===== src/core/octal_drv_pkg.sv =====
// Constants shared by the octal driver serial control logic.
package octal_drv_pkg;

  localparam int unsigned CHANNELS = 8;
  localparam int unsigned SYNC_WIDTH = 11;

  // Clock rate and the fault blanking delay in its own unit.
  localparam int unsigned CLK_MHZ = 50;
  localparam int unsigned FAULT_BLANK_DELAY_US = 160;
  localparam int unsigned FAULT_BLANK_DELAY_CYC = FAULT_BLANK_DELAY_US * CLK_MHZ;
  localparam int unsigned BLANK_CNT_WIDTH = 14;

  // Bit positions inside the synchroniser vector.
  localparam int unsigned SYNC_CE_POS = 10;
  localparam int unsigned SYNC_SCLK_POS = 9;
  localparam int unsigned SYNC_SI_POS = 8;

  // Values after reset: chip enable idle high, clock low, every output off.
  localparam logic [SYNC_WIDTH-1:0] SYNC_RESET = 11'h400;
  localparam logic [CHANNELS-1:0] LATCH_RESET = 8'hFF;
  localparam logic [CHANNELS-1:0] SHIFT_RESET = 8'h00;

  // Two-entry buffer between the shift register and the parallel latch.
  localparam int unsigned BUF_DEPTH = 2;
  localparam logic [1:0] BUF_COUNT_RESET = 2'h0;

  typedef enum logic [1:0] {
    LINK_IDLE   = 2'b00,
    LINK_SHIFT  = 2'b01,
    LINK_COMMIT = 2'b11
  } link_e;

endpackage : octal_drv_pkg


===== src/core/octal_driver_serial_control.sv =====
// Serial control, output latch and fault blanking of an octal low-side driver.
`timescale 1ns/1ns
module octal_driver_serial_control #(
  parameter int unsigned FAULT_BLANK_CYCLES = octal_drv_pkg::FAULT_BLANK_DELAY_CYC
) (
  // Clock and resets.
  input  wire logic                                 CLK_IN,
  input  wire logic                                 RST_IN,
  input  wire logic                                 RESET_N_IN,
  // Serial link pins.
  input  wire logic                                 CE_N_IN,
  input  wire logic                                 SCLK_IN,
  input  wire logic                                 SI_IN,
  output logic                                      SO_OUT,
  output logic                                      SO_OE_OUT,
  // Output stages and their comparators.
  input  wire logic [octal_drv_pkg::CHANNELS-1:0]   SENSE_HIGH_IN,
  output logic      [octal_drv_pkg::CHANNELS-1:0]   LOAD_OFF_OUT,
  // Status.
  output logic                                      BLANKING_OUT,
  output logic                                      BUF_READY_OUT
);
  import octal_drv_pkg::*;

  localparam logic [BLANK_CNT_WIDTH-1:0] BLANK_LOAD = BLANK_CNT_WIDTH'(FAULT_BLANK_CYCLES);

  // A level counts only once the second and third stages agree.
  function automatic logic [SYNC_WIDTH-1:0] settle(input logic [SYNC_WIDTH-1:0] s2,
                                                  input logic [SYNC_WIDTH-1:0] s3,
                                                  input logic [SYNC_WIDTH-1:0] lvl);
    settle = (s2 & s3) | (lvl & (s2 ^ s3));
  endfunction : settle

  function automatic logic ptr_next(input logic p);
    ptr_next = ~p;
  endfunction : ptr_next

  //////////////////////////////////////////////////////////////////////////////
  logic [SYNC_WIDTH-1:0] s1_q, s2_q, s3_q, lvl_q, lvl_d;
  logic                  ce_n, sclk, si, ce_n_prev_q, sclk_prev_q;
  logic [CHANNELS-1:0]   sense;
  logic                  ce_fall, ce_rise, sclk_rise, sclk_fall, selected;
  link_e                 link_q;

  always_ff @(posedge CLK_IN or negedge RESET_N_IN) begin
    if (!RESET_N_IN) begin
      s1_q <= SYNC_RESET;
      s2_q <= SYNC_RESET;
      s3_q <= SYNC_RESET;
      lvl_q <= SYNC_RESET;
      ce_n_prev_q <= 1'b1;
      sclk_prev_q <= 1'b0;
    end else if (RST_IN) begin
      s1_q <= SYNC_RESET;
      s2_q <= SYNC_RESET;
      s3_q <= SYNC_RESET;
      lvl_q <= SYNC_RESET;
      ce_n_prev_q <= 1'b1;
      sclk_prev_q <= 1'b0;
    end else begin
      s1_q <= {CE_N_IN, SCLK_IN, SI_IN, SENSE_HIGH_IN};
      s2_q <= s1_q;
      s3_q <= s2_q;
      lvl_q <= lvl_d;
      ce_n_prev_q <= ce_n;
      sclk_prev_q <= sclk;
    end
  end

  assign lvl_d = settle(s2_q, s3_q, lvl_q);
  assign ce_n = lvl_q[SYNC_CE_POS];
  assign sclk = lvl_q[SYNC_SCLK_POS];
  assign si = lvl_q[SYNC_SI_POS];
  assign sense = lvl_q[CHANNELS-1:0];
  assign ce_fall = ce_n_prev_q & ~ce_n;
  assign ce_rise = ~ce_n_prev_q & ce_n;
  // The clock is gated by the enable, so no edge counts while deselected.
  assign selected = (link_q == LINK_SHIFT) & ~ce_n;
  assign sclk_rise = selected & ~sclk_prev_q & sclk;
  assign sclk_fall = selected & sclk_prev_q & ~sclk;

  //////////////////////////////////////////////////////////////////////////////
  logic [CHANNELS-1:0] shift_q;
  logic                so_q, so_oe_q;

  always_ff @(posedge CLK_IN or negedge RESET_N_IN) begin
    if (!RESET_N_IN) begin
      link_q <= LINK_IDLE;
    end else if (RST_IN) begin
      link_q <= LINK_IDLE;
    end else begin
      case (link_q)
        LINK_IDLE: begin
          if (ce_fall) begin
            link_q <= LINK_SHIFT;
          end
        end
        LINK_SHIFT: begin
          if (ce_rise) begin
            link_q <= LINK_COMMIT;
          end
        end
        LINK_COMMIT: begin
          link_q <= ce_fall ? LINK_SHIFT : LINK_IDLE;
        end
        default: begin
          link_q <= LINK_IDLE;
        end
      endcase
    end
  end

  always_ff @(posedge CLK_IN or negedge RESET_N_IN) begin
    if (!RESET_N_IN) begin
      shift_q <= SHIFT_RESET;
      so_q <= 1'b0;
      so_oe_q <= 1'b0;
    end else if (RST_IN) begin
      shift_q <= SHIFT_RESET;
      so_q <= 1'b0;
      so_oe_q <= 1'b0;
    end else begin
      so_oe_q <= ~ce_n;
      if (ce_fall) begin
        shift_q <= sense;
      end else if (sclk_fall) begin
        shift_q <= {shift_q[CHANNELS-2:0], si};
      end
      if (sclk_rise) begin
        so_q <= shift_q[CHANNELS-1];
      end
    end
  end

  assign SO_OUT = so_q;
  assign SO_OE_OUT = so_oe_q;

  //////////////////////////////////////////////////////////////////////////////
  // A byte committed while the previous one still waits is held, not lost.
  logic [CHANNELS-1:0] buf_q [BUF_DEPTH];
  logic                wr_ptr_q, rd_ptr_q;
  logic [1:0]          buf_cnt_q;
  logic                push, pop, in_ready, out_valid, out_ready, fault_hit;
  logic [CHANNELS-1:0] latch_q, fault_bits;
  logic [BLANK_CNT_WIDTH-1:0] blank_cnt_q;

  assign in_ready = (buf_cnt_q != 2'(BUF_DEPTH));
  assign push = ce_rise & in_ready;
  assign out_valid = (buf_cnt_q != 2'h0);
  assign fault_bits = ~latch_q & sense;
  assign fault_hit = (blank_cnt_q == '0) & (|fault_bits);
  // A fault clear takes the latch for one cycle and stalls the drain.
  assign out_ready = ~fault_hit;
  assign pop = out_valid & out_ready;

  always_ff @(posedge CLK_IN or negedge RESET_N_IN) begin
    if (!RESET_N_IN) begin
      wr_ptr_q <= 1'b0;
      rd_ptr_q <= 1'b0;
      buf_cnt_q <= BUF_COUNT_RESET;
      buf_q[0] <= LATCH_RESET;
      buf_q[1] <= LATCH_RESET;
    end else if (RST_IN) begin
      wr_ptr_q <= 1'b0;
      rd_ptr_q <= 1'b0;
      buf_cnt_q <= BUF_COUNT_RESET;
    end else begin
      if (push) begin
        buf_q[wr_ptr_q] <= shift_q;
        wr_ptr_q <= ptr_next(wr_ptr_q);
      end
      if (pop) begin
        rd_ptr_q <= ptr_next(rd_ptr_q);
      end
      buf_cnt_q <= 2'(buf_cnt_q + {1'b0, push} - {1'b0, pop});
    end
  end

  //////////////////////////////////////////////////////////////////////////////
  always_ff @(posedge CLK_IN or negedge RESET_N_IN) begin
    if (!RESET_N_IN) begin
      blank_cnt_q <= '0;
    end else if (RST_IN) begin
      blank_cnt_q <= '0;
    end else if (ce_rise) begin
      blank_cnt_q <= BLANK_LOAD;
    end else if (blank_cnt_q != '0) begin
      blank_cnt_q <= blank_cnt_q - 1'b1;
    end
  end

  // Latch bit one means off, so a zero control bit switches the load on.
  always_ff @(posedge CLK_IN or negedge RESET_N_IN) begin
    if (!RESET_N_IN) begin
      latch_q <= LATCH_RESET;
    end else if (RST_IN) begin
      latch_q <= LATCH_RESET;
    end else if (pop) begin
      latch_q <= buf_q[rd_ptr_q];
    end else if (fault_hit) begin
      latch_q <= latch_q | fault_bits;
    end
  end

  always_ff @(posedge CLK_IN or negedge RESET_N_IN) begin
    if (!RESET_N_IN) begin
      BLANKING_OUT <= 1'b0;
      BUF_READY_OUT <= 1'b1;
    end else if (RST_IN) begin
      BLANKING_OUT <= 1'b0;
      BUF_READY_OUT <= 1'b1;
    end else begin
      BLANKING_OUT <= (blank_cnt_q != '0) | ce_rise;
      BUF_READY_OUT <= (buf_cnt_q + {1'b0, push} - {1'b0, pop}) != 2'(BUF_DEPTH);
    end
  end

  assign LOAD_OFF_OUT = latch_q;
endmodule : octal_driver_serial_control


===== config.mk =====
export PLATFORM = sky130hd
export DESIGN_NAME = octal_driver_serial_control
export DESIGN_NICKNAME = d
export VERILOG_FILES = /design/src/core/octal_drv_pkg.sv /design/src/core/octal_driver_serial_control.sv
export SDC_FILE = /design/constraint.sdc
export NUM_CORES = 1
export LEC_CHECK = 0
export ABC_AREA = 1
export BUFFER_PORTS_ARGS = -buffer_cell sky130_fd_sc_hd__buf_2
export CORE_UTILIZATION = 25
export DETAILED_ROUTE_END_ITERATION = 10
export GPL_TIMING_DRIVEN = 0
export HOLD_SLACK_MARGIN = 0.06
export PLACE_DENSITY = 0.47
export SYNTH_ARGS = -nofsm -noshare
export SYNTH_HDL_FRONTEND = slang
export SYNTH_SLANG_ARGS = --single-unit

===== constraint.sdc =====
create_clock -name CLK_IN -period 3.58 [get_ports CLK_IN]
set_input_delay 0.358 -clock CLK_IN [delete_from_list [all_inputs] [get_ports CLK_IN]]
set_output_delay 0.358 -clock CLK_IN [all_outputs]
set_load 0.005 [all_outputs]

==> results of run 1 <==
==> power breakdown <==
| group | internal, W | switching, W |
|---|---|---|
| Clock | 0.000541 | 0.000421 |
| Sequential | 0.00135 | 0.000123 |
| Combinational | 0.000355 | 0.000587 |
| Total | 0.00225 | 0.00113 |
==> through the flow <==
stage | util, % | cell area [sq um] | setup slack, ns | total power [W]
global placement | 28.2 | 5130 | 1.01 | 0.00243
finish | 30.0 | 5460 | 1.01 | 0.00338
CTS | 30.0 | 5460 | 0.958 | 0.00343
global route | 30.0 | 5460 | 0.761 | 0.00364
detailed placement | 28.3 | 5160 | 0.971 | 0.00244
floorplan | - | 4710 | 1.36 | 0.00217
==> state kept, by name (all words and copies together), names as in the netlist <==
signal / cells
buf_q: 16
blank_cnt_q: 14
lvl_q: 11
s1_q: 11
s2_q: 11
s3_q: 11
LOAD_OFF_OUT: 8
shift_q: 8
buf_cnt_q: 2
link_q: 2
BLANKING_OUT: 1
BUF_READY_OUT: 1
SO_OE_OUT: 1
SO_OUT: 1
ce_n_prev_q: 1
rd_ptr_q: 1
sclk_prev_q: 1
wr_ptr_q: 1
==> cells by family (layout without fill, tap and decap cells) <==
family / count (synthesis) / after routing / synth area share, %
compound gates: 63 / 63 / 8.39
xor+xnor: 5 / 5 / 0.929
fa+ha+maj: 14 / 14 / 3.72
buf+inv: 95 / 138 / 8.17
flops: 102 / 102 / 54.9
simple gates: 257 / 257 / 23.9
==> routing by layer <==
metal	vias up	track usage [%]	part of all wire, %
li1	1739	-	-
met1	1569	14.1	48
met2	43	17.9	47
met3	11	1.72	2.7
met4	0	5.26	2.1
met5	-	0	0
==> layout make-up <==
class	instances	area, sq um
Tap cell	229	287
Clock inverter	6	61.3
Buffer	14	78.8
Clock buffer	10	229
Fill cell	1905	12800
Multi-Input combinational cell	339	1740
Timing Repair Buffer	27	165
Sequential cell	102	2590
Inverter	81	307
==> cells in the final DEF, fill, tap and decap left out, types with 2 or more instances in the layout <==
| master | count |
|---|---|
| clkinv_1 | 2 |
| o21ai_0 | 21 |
| buf_2 | 27 |
| inv_2 | 3 |
| ha_1 | 14 |
| nand2_2 | 4 |
| dfstp_2 | 30 |
| clkinv_2 | 3 |
| clkbuf_1 | 7 |
| o21ai_2 | 15 |
| nand2_1 | 124 |
| nor2_1 | 68 |
| o21ai_1 | 3 |
| or2_2 | 12 |
| inv_1 | 75 |
| xor2_1 | 4 |
| nand2_4 | 2 |
| a31oi_1 | 2 |
| nor2_2 | 2 |
| nor3_1 | 5 |
| a21oi_1 | 17 |
| buf_6 | 3 |
| nor2_4 | 3 |
| dfrtp_1 | 72 |
| nand3_1 | 31 |
| buf_1 | 2 |
| clkbuf_16 | 9 |
==> critical path: stages, from the launching register on <==
cell and delay (ns):
dfrtp_1 0.39, inv_1 0.08, ha_1 0.21, nand2_1 0.08, nor2_2 0.12, nand2_2 0.11
nor2_4 0.20, nand2_4 0.13, nand2_2 0.10, buf_6 0.15, inv_1 0.05, ha_1 0.26
inv_1 0.04, ha_1 0.17, xor2_1 0.16, nor2_1 0.13, nand2_1 0.09
==> path summary, 6_finish.rpt <==
check	start	end	slack [ns]	cells past startpoint
max	blank_cnt_q[0]	BUF_READY_OUT	1.01	16
min	CE_N_IN	s1_q[10]	0.20	2
max reg2reg	blank_cnt_q[0]	BUF_READY_OUT	1.01	16
min reg2reg	s1_q[1]	s2_q[1]	0.45	2
max in group asynchronous	RESET_N_IN	LOAD_OFF_OUT[4]	2.34	3
min in group asynchronous	RESET_N_IN	blank_cnt_q[6]	0.51	2
==> repair_timing <==
action	4_1_cts	5_1_grt
hold buffers	1	0
endpoints found under the setup margin	0	0
hold endpoints to repair	14	0
==> impl_metrics.yaml, run 1 <==
clocking:
  postCtsSetupRepairBufs: 0
  cts_buffers: 9
  cts_root_buf: "clkbuf_16"
  clock_latency_ns: 0.35
  cts.sinks: 102
  cts_tree: "done"
  cts_buffer_depth: 2
  cts_resized: 0
  clk_pin_slew_worst_paths_ns: 0.07
  htreeDepth: 3
critical_path:
  cp_max_fo: 10
  crit_arrival_ns: 2.84
  endpoint_kind: "flip-flop"
  worst_setup_path_start_kind: "flip-flop"
  path_class: "flip-flop to flip-flop"
  worstPathRequired_ns: 3.85
die:
  die_h_um: 139
  rows: 49
  die_w_um: 139
  die_area_sq_um: 19400
  core_sq_um: 18200
  io_pins: 26
  start_util_pct: 25.9
drt:
  routed_wl_mm: 9.52
  dr.pass1.iters: 4
  drc_errors: 0
  via_per_inst: 4.16
  drt-initial-drc-count: 182
  dr_total_vias: 3362
  antenna_left: 0
  wl_per_cell_um: 11.8
synthesis:
  syn_area_sq_um: 4710
  async_reset_ff_share_pct: 100
  syn_inst: 536
  netlist_top_cells_area: "dfrtp_1, dfstp_2, nand2_1"
  ys_top_cells_by_count: "nand2_1, inv_1, dfrtp_1"
  yosys.area.top_type_share_pct: 38.2
  synth_most_common_cell: "nand2_1"
  synth_cell_types: 38
  synth_area_leader_cell: "dfrtp_1"
  post_synth.cell_area_avg_sq_um: 8.80
  ys_ff_latch: 102
  yosysSeqAreaShare_pct: 54.9
  synth_fp_nets: 564
  synth_ff_type: "dfrtp_1"
  synth-edff-count: 0
  ys_warn_count: 0
status:
  run_status: "complete, no violations"
sta:
  max_freq_ghz: 0.389
  finalMaxSlewViolations: 0
  slew_headroom_pct: 62.7
  skew_ns: 0.00653
  hold_viol: 0
  grt_setup_unrepaired: "false"
  setup_violations: 0
  tightest_slew_ns: 0.556
  finalHoldWorstSlack_ns: 0.199
  setup_tns_ns: 0
  period_share_pct: 71.8
  finalCriticalPeriod_ns: 2.57
placed_design:
  gp_congestion: 0.780
  placedCellCount: 791
  io_buffers: 25
  dp_hpwl_mm: 6.84
global_routing:
  overflow: 0
  grt_pass1_wl_mm: 16.8
  grt_max_degree: 68
  antenna_found_initial: 0
  first_global_vias: 3347
  grt_usage_pct: 10.9
flow_run:
  drv_cap: 0
final_layout:
  n_antenna_cell: 0
  nets: 602
  final_cells: 808
  drive_above_1_share_pct: 21.1
  area_growth_pct: 15.7
power:
  power_density_nw_per_um2: 619
  power_leakage_nw: 2.73
  peakVddDrop_v: 0.000264
min_path:
  min_path_type: "primary input to flip-flop"
Power figures use the tool's default switching activity.
==> run 2: changes to the inputs <==
--- a/config.mk
+++ b/config.mk
@@ -11,7 +11,7 @@
 export DETAILED_ROUTE_END_ITERATION = 10
 export GPL_TIMING_DRIVEN = 0
 export HOLD_SLACK_MARGIN = 0.06
-export PLACE_DENSITY = 0.47
+export PLACE_DENSITY = 0.49
 export SYNTH_ARGS = -nofsm -noshare
 export SYNTH_HDL_FRONTEND = slang
 export SYNTH_SLANG_ARGS = --single-unit
==> constraint.sdc (replaced) <==
create_clock -name CLK_IN -period 2.2 [get_ports CLK_IN]
set_input_delay 0.22 -clock CLK_IN [delete_from_list [all_inputs] [get_ports CLK_IN]]
set_output_delay 0.22 -clock CLK_IN [all_outputs]
set_load 0.005 [all_outputs]
==> run 2 against run 1 <==
  * Sequential power increased by 63%
  * Final cell count increased by 3.0%
  * Critical endpoint unchanged
  * Clock skew increased by 0.0070 ns
  * First-iteration DRC count decreased by 23%
  * Routed wire length increased by 3.9%
  * Worst setup slack got worse by 0.94 ns
  * Hold slack got worse by 0.12 ns
==> impl_metrics.yaml, run 2 (synthesis results as in run 1) <==
drt:
  met1_length_mm: 4.71
  via_per_inst: 4.16
  antenna_left: 0
  top_layer_used: "met4"
  routed_wl_mm: 9.90
  drc_errors: 0
  drt-initial-drc-count: 141
  dr.pass1.iters: 4
  wl_per_cell_um: 11.9
  dr_total_vias: 3461
  wl_met2_mm: 4.88
  met3_length_um: 212
sta:
  max_freq_ghz: 0.470
  period_share_pct: 96.8
  setup_violations: 0
  slew_headroom_pct: 61.2
  hold_viol: 0
  tightest_slew_ns: 0.583
  grt_setup_unrepaired: "true"
  skew_ns: 0.0136
  finalMaxSlewViolations: 0
  setup_tns_ns: 0
  finalCriticalPeriod_ns: 2.13
clocking:
  clock_latency_ns: 0.35
  cts_root_buf: "clkbuf_16"
  cts.sinks: 102
  clk_pin_slew_worst_paths_ns: 0.07
  cts_buffer_depth: 2
  cts_tree: "done"
  cts_buffers: 9
  htreeDepth: 3
placed_design:
  placedCellCount: 791
  dp_hpwl_mm: 6.74
  io_buffers: 25
  gp_congestion: 0.764
final_layout:
  final_core_util_pct: 31.6
  mostFrequentLayoutCell: "nand2_1"
  final_cells: 832
  n_antenna_cell: 0
  mostFrequentLayoutCells: "nand2_1, dfrtp_1, inv_1, nor2_1, nand3_1"
  largestRegisters: "buf_q: 16 flops, blank_cnt_q: 14 flops"
  drive_above_1_share_pct: 24.2
  largest_register: "buf_q"
  nFillCells: 1846
  nets: 626
  largest_reg_flops: 16
  area_growth_pct: 22.2
global_routing:
  grt_usage_pct: 10.9
  first_global_vias: 3341
  grt_pass1_wl_mm: 16.8
  overflow: 0
  grt_max_degree: 63
  antenna_found_initial: 0
die:
  die_area_sq_um: 19400
  die_h_um: 139
  io_pins: 26
  core_sq_um: 18200
  start_util_pct: 25.9
  die_w_um: 139
  rows: 49
critical_path:
  endpoint_kind: "flip-flop"
  worst_setup_path_start_kind: "flip-flop"
  crit_arrival_ns: 2.39
  cp_max_fo: 2
  worstPathRequired_ns: 2.46
  path_class: "flip-flop to flip-flop"
power:
  power_density_nw_per_um2: 1060
  power_leakage_nw: 2.86
  peakVddDrop_v: 0.000419
status:
  run_status: "complete, no violations"
flow_run:
  drv_cap: 0
min_path:
  min_path_type: "primary input to flip-flop"
run 2: cell types whose count changed in the layout (fill, tap and decap cells not counted), sizes merged:
cell and delta:
bufinv +2, dlygate4sd3 +8, inv +1, clkbuf +1, buf +16, clkinv -4
run 2: cell type report:
type                            count  area (sq um)  share of cell area [%]
Inverter                           81           309                    5.37
Multi-Input combinational cell    339          1790                    31.2
Clock buffer                       11           233                    4.04
Tap cell                          229           287                    4.98
Clock inverter                      5           106                    1.85
Timing Repair Buffer               52           373                    6.47
Buffer                             13          67.6                    1.17
Sequential cell                   102          2590                    45.0
run 2: per-layer routing:
metal | track usage [%] | vias up
met5 | 0 | -
met4 | 4.74 | 0
met3 | 2.03 | 8
met2 | 18.1 | 40
met1 | 13.9 | 1625
li1 | - | 1788
run 2: per-stage QoR:
stage | setup WS (ns) | power (W) | hold slack, ns | area (sq um)
after CTS | -0.0214 | 0.00615 | 0.0627 | 5750
after detailed placement | -0.385 | 0.00397 | 0.249 | 5160
final | 0.0703 | 0.00613 | 0.0780 | 5760
after floorplan | -0.0166 | 0.00353 | -0.0756 | 4710
after global placement | -0.359 | 0.00394 | 0.412 | 5130
after global routing | -0.0191 | 0.00654 | 0.0661 | 5760
run 2: power by group:
group | total [W] | leakage, nW | internal [W] | switching [W]
Combinational | 0.00190 | 1.42 | 0.000815 | 0.00109
Clock | 0.00182 | 0.160 | 0.00112 | 0.000700
Sequential | 0.00241 | 1.28 | 0.00220 | 0.000206
Total | 0.00613 | 2.86 | 0.00413 | 0.00199
run 2: worst paths after layout:
| kind | to | slack [ns] | depth (start not counted) | from |
|---|---|---|---|---|
| worst max-delay path | BUF_READY_OUT | 0.07 | 15 | blank_cnt_q[0] |
| worst min-delay path | s1_q[7] | 0.08 | 3 | SENSE_HIGH_IN[7] |
| worst max register to register | BUF_READY_OUT | 0.07 | 15 | blank_cnt_q[0] |
| worst min register to register | s2_q[5] | 0.46 | 2 | s1_q[5] |
| max in group asynchronous | LOAD_OFF_OUT[5] | 1.04 | 3 | RESET_N_IN |
| min in group asynchronous | blank_cnt_q[6] | 0.41 | 2 | RESET_N_IN |
run 2: timing repair:
item | in CTS | in global routing
resized for setup | 13 | 2
setup buffers | 15 | 2
pin swaps | 8 | 7
endpoints found under the hold margin | 28 | 0
setup endpoints to repair | 3 | 2
hold buffers | 9 | 0
run 2: worst max-delay path, stage by stage, from the launching register on:
cell	delay (ns)
dfrtp_1	0.39
inv_2	0.09
ha_4	0.15
nand2_4	0.05
nor2_4	0.09
nand2_2	0.08
nor2_4	0.15
nand2_4	0.08
nand2_4	0.09
inv_4	0.04
ha_4	0.25
inv_2	0.04
ha_4	0.14
xor2_1	0.15
nor2_1	0.15
nand2_1	0.09
==> run 3: changes to the inputs <==
--- a/config.mk
+++ b/config.mk
@@ -7,11 +7,11 @@
 export LEC_CHECK = 0
 export ABC_AREA = 1
 export BUFFER_PORTS_ARGS = -buffer_cell sky130_fd_sc_hd__buf_2
-export CORE_UTILIZATION = 25
+export CORE_UTILIZATION = 55
 export DETAILED_ROUTE_END_ITERATION = 10
 export GPL_TIMING_DRIVEN = 0
 export HOLD_SLACK_MARGIN = 0.06
-export PLACE_DENSITY = 0.49
+export PLACE_DENSITY = 0.84
 export SYNTH_ARGS = -nofsm -noshare
 export SYNTH_HDL_FRONTEND = slang
 export SYNTH_SLANG_ARGS = --single-unit
==> run 3 against run 2 <==
  * Sequential power barely moved
  * Via count up 6.8%
  * Largest power group unchanged
  * Clock skew increased by 0.00060 ns
  * Total power fell by 10%
  * Count of clock-buffer cells in the layout shrank 1
  * Critical endpoint unchanged
  * Highest routed layer unchanged
  * Global-route usage up 13 points
==> impl_metrics.yaml, run 3 (synthesis results as in run 1) <==
status:
  run_status: "complete, no violations"
placed_design:
  gp_congestion: 0.862
  dp_hpwl_mm: 6.52
  placed_area_sq_um: 5000
  pre_cts_ws_ns: -0.359
  io_buffers: 25
clocking:
  cts_root_buf: "clkbuf_8"
  clk_pin_slew_worst_paths_ns: 0.10
  clock_latency_ns: 0.37
  htreeDepth: 3
  cts_buffer_depth: 2
  cts_buffers: 9
  cts.sinks: 102
  cts_tree: "done"
die:
  io_pins: 26
  die_h_um: 94.6
  die_area_sq_um: 8950
  core_sq_um: 8260
  die_w_um: 94.6
  start_util_pct: 57.1
  rows: 33
critical_path:
  cp_max_fo: 3
  endpoint_kind: "flip-flop"
  crit_arrival_ns: 2.42
  worstPathRequired_ns: 2.49
  worst_setup_path_start_kind: "flip-flop"
  path_class: "flip-flop to flip-flop"
power:
  power_leakage_nw: 2.79
  peakVddDrop_v: 0.000632
  power_density_nw_per_um2: 1010
drt:
  met3_length_um: 392
  drt-initial-drc-count: 284
  wl_met2_mm: 5.07
  via_per_inst: 5.24
  antenna_left: 0
  wl_per_cell_um: 14.2
  top_layer_used: "met4"
  dr_total_vias: 3698
  met1_length_mm: 4.18
  dr.pass1.iters: 4
  drc_errors: 0
  routed_wl_mm: 10.0
final_layout:
  final_area_sq_um: 5470
  largestRegisters: "buf_q: 16 flops, blank_cnt_q: 14 flops"
  nets: 624
  nFillCells: 603
  largest_reg_flops: 16
  mostFrequentLayoutCells: "nand2_1, dfrtp_1, inv_1, nor2_1, nand3_1"
  largest_register: "buf_q"
  n_antenna_cell: 0
  area_growth_pct: 16.1
  drive_above_1_share_pct: 23.6
  mostFrequentLayoutCell: "nand2_1"
sta:
  setup_tns_ns: 0
  finalHoldWorstSlack_ns: 0.267
  skew_ns: 0.0142
  finalMaxSlewViolations: 0
  period_share_pct: 96.9
  grt_setup_unrepaired: "true"
  hold_viol: 0
  finalCriticalPeriod_ns: 2.13
  max_freq_ghz: 0.469
  slew_headroom_pct: 64.8
  tightest_slew_ns: 0.525
  worst_slack_ns: 0.0673
  setup_violations: 0
global_routing:
  overflow: 0
  grt_pass1_wl_mm: 16.4
  grt_usage_pct: 24.3
  antenna_found_initial: 0
  first_global_vias: 3637
  grt_max_degree: 78
min_path:
  min_path_type: "primary input to flip-flop"
flow_run:
  drv_cap: 0
## run 3: changes by cell type in the layout (fill, tap and decap cells not counted), sizes merged
| cell | before | now |
|---|---|---|
| buf | 50 | 45 |
| clkinv | 1 | 4 |
| dlygate4sd3 | 9 | 12 |
| bufinv | 3 | 1 |
| clkbuf | 17 | 16 |
| clkinvlp | 1 | 0 |
| inv | 81 | 82 |
## run 3: metal layers
metal  global-route usage (%)  up-vias
li1                         -     1787
met1                     28.9     1780
met2                     42.5       96
met3                     5.07       35
met4                     11.0        0
met5                        0        -
## run 3: timing repair
| item | in CTS | in global routing |
|---|---|---|
| pin swaps | 8 | 7 |
| endpoints found under the setup margin | 3 | 2 |
| buffers inserted | 9 | 3 |
| resized for setup | 13 | 1 |
| endpoints found under the hold margin | 35 | 1 |
| hold buffers | 11 | 1 |
## run 3: per-stage QoR
step	std cells	utilization, %	power [W]
CTS	703	65.9	0.00546
finish	706	66.3	0.00550
global route	706	66.3	0.00585
floorplan	536	-	0.00353
global placement	666	60.2	0.00386
detailed placement	667	60.6	0.00397
## run 3: final cells by class
cell class	instances	area (sq um)	share of cell area [%]
Inverter	81	309	5.65
Tap cell	105	131	2.40
Multi-Input combinational cell	339	1790	32.8
Buffer	13	67.6	1.23
Timing Repair Buffer	50	365	6.68
Clock inverter	6	76.3	1.39
Clock buffer	10	138	2.52
Sequential cell	102	2590	47.3
## run 3: path summary, 6_finish.rpt
check | from | end | slack [ns] | cells past startpoint
worst max register to register | blank_cnt_q[0] | BUF_READY_OUT | 0.07 | 15
max in group asynchronous | RESET_N_IN | LOAD_OFF_OUT[6] | 1.18 | 3
min in group asynchronous | RESET_N_IN | blank_cnt_q[10] | 0.29 | 2
worst max-delay path | blank_cnt_q[0] | BUF_READY_OUT | 0.07 | 15
worst min register to register | s1_q[4] | s2_q[4] | 0.47 | 2
worst min-delay path | RST_IN | buf_q[10] | 0.27 | 5
## run 3: power breakdown
group	internal [W]	switching, W	leakage [nW]
clock network	0.000577	0.000667	0.109
registers	0.00220	0.000220	1.28
logic	0.000741	0.00110	1.40
## run 3: critical path: stages (launching register included)
cell	delay, ns
dfrtp_1	0.41
inv_2	0.09
ha_4	0.16
nand2_4	0.05
nor2_4	0.10
nand2_2	0.09
nor2_4	0.14
nand2_4	0.08
nand2_4	0.09
inv_4	0.04
ha_4	0.25
inv_2	0.04
ha_4	0.14
xor2_1	0.15
nor2_1	0.13
nand2_1	0.10
